### src/ecr_defines.svh
// constants for the acquisition control register block
// assumes: included once per compile unit, by bare name
// Summary of operation
// RULE_01: channel enable bits power channels, else high-Z
// RULE_02: bit 10 picks single-ended or differential inputs
// RULE_03: bits 9:8 pick preamp gain code
// RULE_04: host calibrates gain before using code 11
// RULE_05: host enables reference buffer with internal reference
// RULE_06: bit 6 picks crystal or external clock
// RULE_07: gang slave drops crystal, takes master clock
// RULE_08: bit 5 makes gang master, drives sync pin
// RULE_09: master bit ignored outside gang mode
// RULE_10: bit 4 enables gang, activates clock/sync pins
// RULE_11: bit 3 picks 1 or 2 MSPS rate
// RULE_12: bit 2 starts conversions and filters
// RULE_13: bit 1 low powers down analog and crystal
// RULE_14: contents kept unchanged during power down
// RULE_15: soft reset restores register to reset value
// RULE_16: soft reset bit clears itself
// RULE_17: host sends no-operation command to finish reset
// RULE_18: 32-bit word: write flag, 7-bit address, 24 data
`ifndef ECR_DEFINES_SVH
`define ECR_DEFINES_SVH
`define ECR_WORD_BITS 32
`define ECR_HEAD_BITS 8
`define ECR_WRITE_BIT 31
`define ECR_ADDR_MSB 30
`define ECR_ADDR_LSB 24
`define ECR_ADDR_NOP 7'h00
`define ECR_ADDR_ACQ_CTL 7'h01
`define ECR_ACQ_CTL_RESET 24'h000000
`define ECR_ACQ_CTL_WMASK 24'he007ff
`define ECR_CHAN_MSB 23
`define ECR_CHAN_LSB 21
`define ECR_RSVD_MSB 20
`define ECR_RSVD_LSB 11
`define ECR_TOPOLOGY 10
`define ECR_GAIN_MSB 9
`define ECR_GAIN_LSB 8
`define ECR_REFBUF 7
`define ECR_EXTCLK 6
`define ECR_MASTER 5
`define ECR_GANG 4
`define ECR_HIRATE 3
`define ECR_CONVERT 2
`define ECR_POWER 1
`define ECR_SOFTRST 0
`endif

### src/ecr_pkg.sv
// types shared by the acquisition control register block
// assumes: compiled before any module that imports it
package ecr_pkg;
    typedef enum logic [2:0] {
        ST_IDLE = 3'b001,
        ST_HEAD = 3'b010,
        ST_DATA = 3'b100
    } ecr_state_t;

    typedef struct packed {
        ecr_state_t state;
        logic [23:0] ctl;
        logic [31:0] shiftIn;
        logic [23:0] shiftOut;
        logic [4:0] bitCnt;
        logic sclkPrev;
        logic sdo;
        logic readCtl;
    } ecr_regs_t;
endpackage

### src/ecr_control_register.sv
// serial register slave holding the acquisition control register and its decoded controls
// assumes: csN, sclk and sdi are synchronous to mclk and sclk is well below mclk/4
`include "ecr_defines.svh"
module ecr_control_register (
    input wire logic mclk,
    input wire logic srst,
    input wire logic ce,
    input wire logic csN,
    input wire logic sclk,
    input wire logic sdi,
    output logic sdo,
    output logic [2:0] channelPowerOn,
    output logic [2:0] channelInputHiZ,
    output logic inputTopologySelect,
    output logic [1:0] preampGain,
    output logic referenceBufferOn,
    output logic clockFromPin,
    output logic crystalOscillatorOn,
    output logic gangActive,
    output logic gangMaster,
    output logic syncGangOe,
    output logic clkIoActive,
    output logic highRateSelect,
    output logic conversionRun,
    output logic powerOn,
    output logic softResetPending
);
    import ecr_pkg::*;

    ecr_regs_t q;
    ecr_regs_t d;
    logic rise;
    logic fall;
    logic [31:0] shifted;
    logic headDone;
    logic wordDone;
    logic wordWrite;
    logic [6:0] wordAddr;

    localparam ecr_regs_t REGS_RESET = '{
        state: ST_IDLE,
        ctl: `ECR_ACQ_CTL_RESET,
        shiftIn: 32'h00000000,
        shiftOut: 24'h000000,
        bitCnt: 5'h00,
        sclkPrev: 1'b0,
        sdo: 1'b0,
        readCtl: 1'b0
    };

    assign rise = sclk & ~q.sclkPrev;
    assign fall = ~sclk & q.sclkPrev;
    assign shifted = {q.shiftIn[30:0], sdi};
    assign headDone = ce & ~csN & rise & (q.state == ST_HEAD) & (q.bitCnt == 5'h07);
    assign wordDone = ce & ~csN & rise & (q.state == ST_DATA) & (q.bitCnt == 5'h1f);
    assign wordWrite = shifted[`ECR_WRITE_BIT]; // [RULE_18]
    assign wordAddr = shifted[`ECR_ADDR_MSB:`ECR_ADDR_LSB]; // [RULE_18]

    always_comb begin
        d = q;
        d.sclkPrev = sclk;
        unique case (q.state)
            ST_IDLE: begin
                d.bitCnt = 5'h00;
                d.sdo = 1'b0;
                if (!csN) begin
                    d.state = ST_HEAD;
                end
            end
            ST_HEAD: begin
                if (csN) begin
                    d.state = ST_IDLE;
                    d.sdo = 1'b0;
                end else begin
                    if (fall) begin
                        d.sdo = 1'b0;
                    end
                    if (rise) begin
                        d.shiftIn = shifted;
                        d.bitCnt = q.bitCnt + 5'h01;
                        if (q.bitCnt == 5'h07) begin
                            // address is known after the eighth bit, so read data follows in-word
                            d.state = ST_DATA;
                            d.readCtl = ~shifted[7] & (shifted[6:0] == `ECR_ADDR_ACQ_CTL);
                            d.shiftOut = d.readCtl ? q.ctl : 24'h000000;
                        end
                    end
                end
            end
            ST_DATA: begin
                if (csN) begin
                    // a word cut short is dropped whole, nothing half-written
                    d.state = ST_IDLE;
                    d.sdo = 1'b0;
                end else begin
                    if (fall) begin
                        d.sdo = q.shiftOut[23]; // [RULE_18]
                        d.shiftOut = {q.shiftOut[22:0], 1'b0};
                    end
                    if (rise) begin
                        d.shiftIn = shifted;
                        d.bitCnt = q.bitCnt + 5'h01;
                        if (q.bitCnt == 5'h1f) begin
                            // chip select may stay low, so the next word starts at once
                            d.state = ST_HEAD;
                            d.bitCnt = 5'h00;
                            if (wordWrite && wordAddr == `ECR_ADDR_ACQ_CTL) begin
                                // reserved bits are masked so they read back as zero
                                d.ctl = shifted[23:0] & `ECR_ACQ_CTL_WMASK;
                            end else if (!wordWrite && wordAddr == `ECR_ADDR_NOP
                                         && q.ctl[`ECR_SOFTRST]) begin
                                d.ctl = `ECR_ACQ_CTL_RESET; // [RULE_15] [RULE_16] [RULE_17]
                            end
                        end
                    end
                end
            end
        endcase
    end

    // power state never touches ctl, so contents survive power down
    always_ff @(posedge mclk) begin
        if (srst) begin
            q <= REGS_RESET;
        end else if (ce) begin
            q <= d; // [RULE_14]
        end
    end

    assign sdo = q.sdo;
    assign powerOn = q.ctl[`ECR_POWER];
    assign channelPowerOn = q.ctl[`ECR_CHAN_MSB:`ECR_CHAN_LSB] & {3{powerOn}}; // [RULE_01]
    assign channelInputHiZ = ~channelPowerOn; // [RULE_01]
    assign inputTopologySelect = q.ctl[`ECR_TOPOLOGY]; // [RULE_02]
    assign preampGain = q.ctl[`ECR_GAIN_MSB:`ECR_GAIN_LSB]; // [RULE_03]
    assign referenceBufferOn = q.ctl[`ECR_REFBUF];
    assign gangActive = q.ctl[`ECR_GANG]; // [RULE_10]
    assign gangMaster = gangActive & q.ctl[`ECR_MASTER]; // [RULE_08] [RULE_09]
    assign syncGangOe = gangMaster; // [RULE_08]
    assign clkIoActive = gangActive; // [RULE_10]
    assign clockFromPin = q.ctl[`ECR_EXTCLK] | (gangActive & ~gangMaster); // [RULE_06] [RULE_07]
    assign crystalOscillatorOn = powerOn & ~clockFromPin; // [RULE_06] [RULE_07] [RULE_13]
    assign highRateSelect = q.ctl[`ECR_HIRATE]; // [RULE_11]
    assign conversionRun = q.ctl[`ECR_CONVERT] & powerOn; // [RULE_12] [RULE_13]
    assign softResetPending = q.ctl[`ECR_SOFTRST];
endmodule

### config.mk
export PLATFORM = sky130hd
export DESIGN_NAME = ecr_control_register
export DESIGN_NICKNAME = d
export VERILOG_FILES = /design/src/ecr_pkg.sv /design/src/ecr_control_register.sv
export VERILOG_INCLUDE_DIRS = /design/src
export SDC_FILE = /design/constraint.sdc
export NUM_CORES = 1
export LEC_CHECK = 0
export ABC_CLOCK_PERIOD_IN_PS = 3300
export BUFFER_PORTS_ARGS = -buffer_cell sky130_fd_sc_hd__buf_2
export CAP_MARGIN = 20
export CORE_MARGIN = 2
export CORE_UTILIZATION = 53
export CTS_CLUSTER_SIZE = 10
export DETAILED_ROUTE_END_ITERATION = 12
export PLACE_DENSITY = 0.69
export REMOVE_ABC_BUFFERS = 1
export SLEW_MARGIN = 20
export SYNTH_ARGS = -nofsm -noshare
export SYNTH_HDL_FRONTEND = slang
export SYNTH_SLANG_ARGS = --single-unit
### constraint.sdc
create_clock -name mclk -period 3.3 [get_ports mclk]
set_input_delay 0.66 -clock mclk [delete_from_list [all_inputs] [get_ports mclk]]
set_output_delay 0.66 -clock mclk [all_outputs]
set_load 0.01 [all_outputs]
==> key figures <==
Critical path
  • Slowest-stage cell, CP: dfxtp_1
  • Path type of the worst setup path: reg2reg
  • Crit Path Max Fanout: 23
  • Reg-to-Reg Start: q[89]
  • R2R depth: 4
  • Worst Setup End Kind: flip-flop
  • WP data arrival: 2.46 ns
  • Crit-path cells: or4b_4, o21ba_4, nor2_4, a41o_1
  • Worst R2R End: q[25]
  • Worst path max stage delay: 0.55 ns
  • Flop2flop setup slack: 1.13 ns
  • Crit start category: flip-flop
  • Required time worst endpoint: around 3.6 ns

Finish
  • ANT cells: 0
  • Util after Layout: 0.589
  • Number of non-filler instances in the completed layout: 510
  • Finished Cell Area: roughly 3900 µm²
  • Fillers: 633
  • Area delta synth->final: 9.08%
  • Proportion of layout cells with a drive suffix above 1: 0.149
  • Final nets: around 430

Placed design
  • PortBufs: 26
  • DP HPWL: between 4000 and 5000 µm
  • Final Wtd Congestion: ~0.81
  • Place WS: roughly 0.91 ns
  • Placed instance area: 3730 µm²
  • Placed cells: just under 500

CTS
  • Clock sinks: 79
  • Worst skew pair latency: 0.35 ns
  • CTS tree: done
  • Post-CTS Hold Buffers: 0
  • Clk pin slew, worst setup/hold paths: 0.08 ns
  • TritonCTS Buffers: 9
  • CTS root buffer: clkbuf_8
  • Post_cts resized: 0
  • Longest Clk Path Bufs: 2
  • Post-CTS Setup Bufs: 0
  • H-Tree Depth: 3

GRT
  • Initial antenna violation count: 0
  • Pin count of the biggest net entering global routing: 32
  • GRT Util Overall: 0.212
  • First-pass GRT wire length: 12,900 µm
  • Number of global-route vias before repair: 2,747
  • Total grt overflow: 0

Drt
  • Via density: 5.90
  • Antenna Nets Post-Route: 0
  • TritonRoute pass-1 iters: 4
  • Wirelength per Cell: 14.7 µm
  • Final wirelength: between 7000 and 8000 µm
  • DRC Markers: 0
  • Starting DRT DRC Count: approximately 160
  • Routed via count: 3,007

Synth
  • Yosys reg bits: 79
  • Mapped Area: 3610 µm²
  • EDFF count, synth: 0
  • Top area cells in the synthesized netlist: dfxtp_1, a21oi_1, nand2_1
  • Top-area cell type share of the netlist area: 0.438
  • Post-synth cell types: 46
  • Synth Instances: 421
  • Most common library cells after synthesis: dfxtp_1, nand2_1, a21oi_1, nand3_1, clkbuf_1
  • Top-count cell post-synth: dfxtp_1
  • Cell taking the most area after synthesis: dfxtp_1
  • Most used DFF post-synth: dfxtp_1
  • Post-Syn Area per Cell: 8.57 µm²
  • Fraction of registers with async set/reset: 0
  • Share of the yosys chip area belonging to registers: 0.438
  • Yosys warns: 0

Pwr
  • Tot Pwr: between 1.5 and 2 mW
  • Pwr dens: around 460 nW/µm²
  • Peak supply drop: 0.356 mV
  • Leakage Power: 1.74 nW

STA
  • Min Hold Slack: around 0.45 ns
  • Final setup violation count: 0
  • Setup slack after layout: 1.13 ns
  • Final Hold Fails: 0
  • Tightest Pin Transition: 0.686 ns
  • Final Slew Violations: 0
  • Min cycle time layout: roughly 2.2 ns
  • TNS Setup: 0 ns
  • Part of the cycle the worst path needs: 0.656
  • Setup Skew: between 0.006 and 0.007 ns
  • Slew headroom: 0.538
  • Fmax: 0.462 GHz
  • RSZ-0062 raised after global routing: false

Min path
  • WHS Endpoint: q[49]
  • Worst Hold Class: reg2reg
  • Hold depth: 2
  • HP Start: q[49]

Die
  • Cell Rows: 30
  • Die width: about 87 µm
  • Placeable Area: 6680 µm²
  • Die H: slightly below 90 µm
  • Initial core utilization: 0.540
  • Top Ports: 27
  • Area of the die: 7490 µm²

Job
  • Max-cap violations: 0

Status
  • Status: complete, no violations
critical path, delay by kind of cell, from the launching register on:
family | cells | cell delay, ns
compound gates | 2 | 0.54
flops | 1 | 0.55
simple gates | 2 | 1.01
cell usage in the layout (no fill, tap or decap), types with 2 or more instances in the layout:
cell and count:
a41o_1 10, or3_1 2, clkinv_2 4, nand2_1 65, buf_4 11, and2_1 2
nor2b_1 2, ha_1 2, o21ai_0 5, dfxtp_1 79, o311ai_0 2, xor2_1 3
nand3_1 47, mux2i_1 17, o31ai_1 2, clkbuf_8 9, nor4_1 2, nor2_1 9
inv_1 9, o211a_1 23, and3b_1 2, nand2b_1 2, bufinv_16 2, and3_1 3
nor3b_1 4, buf_2 26, nand4_1 14, or3b_2 2, a21oi_1 50
cell families (layout without fill, tap and decap cells):
group / after synthesis / count (layout) / share of synthesized area
AOI/OAI and AO/OA: 99 / 99 / 0.195
xor gates and xnor gates: 4 / 4 / 0.00971
adders and majority gates: 2 / 2 / 0.00693
buffers and inverters: 53 / 62 / 0.0672
DFF: 79 / 79 / 0.438
muxes: 17 / 17 / 0.0471
and+or+nand+nor: 167 / 167 / 0.236
per-layer routing:
| layer | up-vias | part of all wire | global-route usage |
|---|---|---|---|
| met5 | - | 0 | 0 |
| met4 | 0 | 0.017 | 0.0895 |
| met3 | 9 | 0.026 | 0.0333 |
| met2 | 35 | 0.47 | 0.336 |
| met1 | 1444 | 0.49 | 0.290 |
| li1 | 1519 | - | - |
flip-flops by register name (all words and copies together) (netlist names):
signal               cells
clkIoActive              1
powerOn                  1
inputTopologySelect      1
preampGain               2
referenceBufferOn        1
softResetPending         1
q                       70
highRateSelect           1
sdo                      1
worst max path at each step:
| stage | from | endpoint | slack (ns) | cells after the start |
|---|---|---|---|---|
| final | q[89] | q[25] | 1.13 | 4 |
| after CTS | q[89] | q[28] | 1.12 | 4 |
| after detailed placement | ce | q[28] | 0.91 | 4 |
| after floorplan | q[90] | clkIoActive | 0.66 | 4 |
| after global routing | q[89] | q[24] | 0.98 | 4 |
| after global placement | ce | q[20] | 0.95 | 4 |
final cells by class:
| cell class | instances | area (µm²) | share of cell area |
|---|---|---|---|
| clock buffer | 9 | 124 | 0.0315 |
| clock inverter | 7 | 87.6 | 0.0222 |
| inverter | 9 | 33.8 | 0.00858 |
| multi-input combinational | 289 | 1800 | 0.457 |
| sequential | 79 | 1580 | 0.402 |
| tap | 80 | 100 | 0.0254 |
| timing repair buffer | 37 | 213 | 0.0540 |
power breakdown:
part	switching, mW	internal [mW]	leakage, nW	total, mW
registers	0.00849	0.956	0.637	0.964
logic	0.0421	0.0208	0.991	0.0629
clock network	0.354	0.420	0.109	0.775
total	0.405	1.40	1.74	1.80
(Power assumes the default switching activity.)
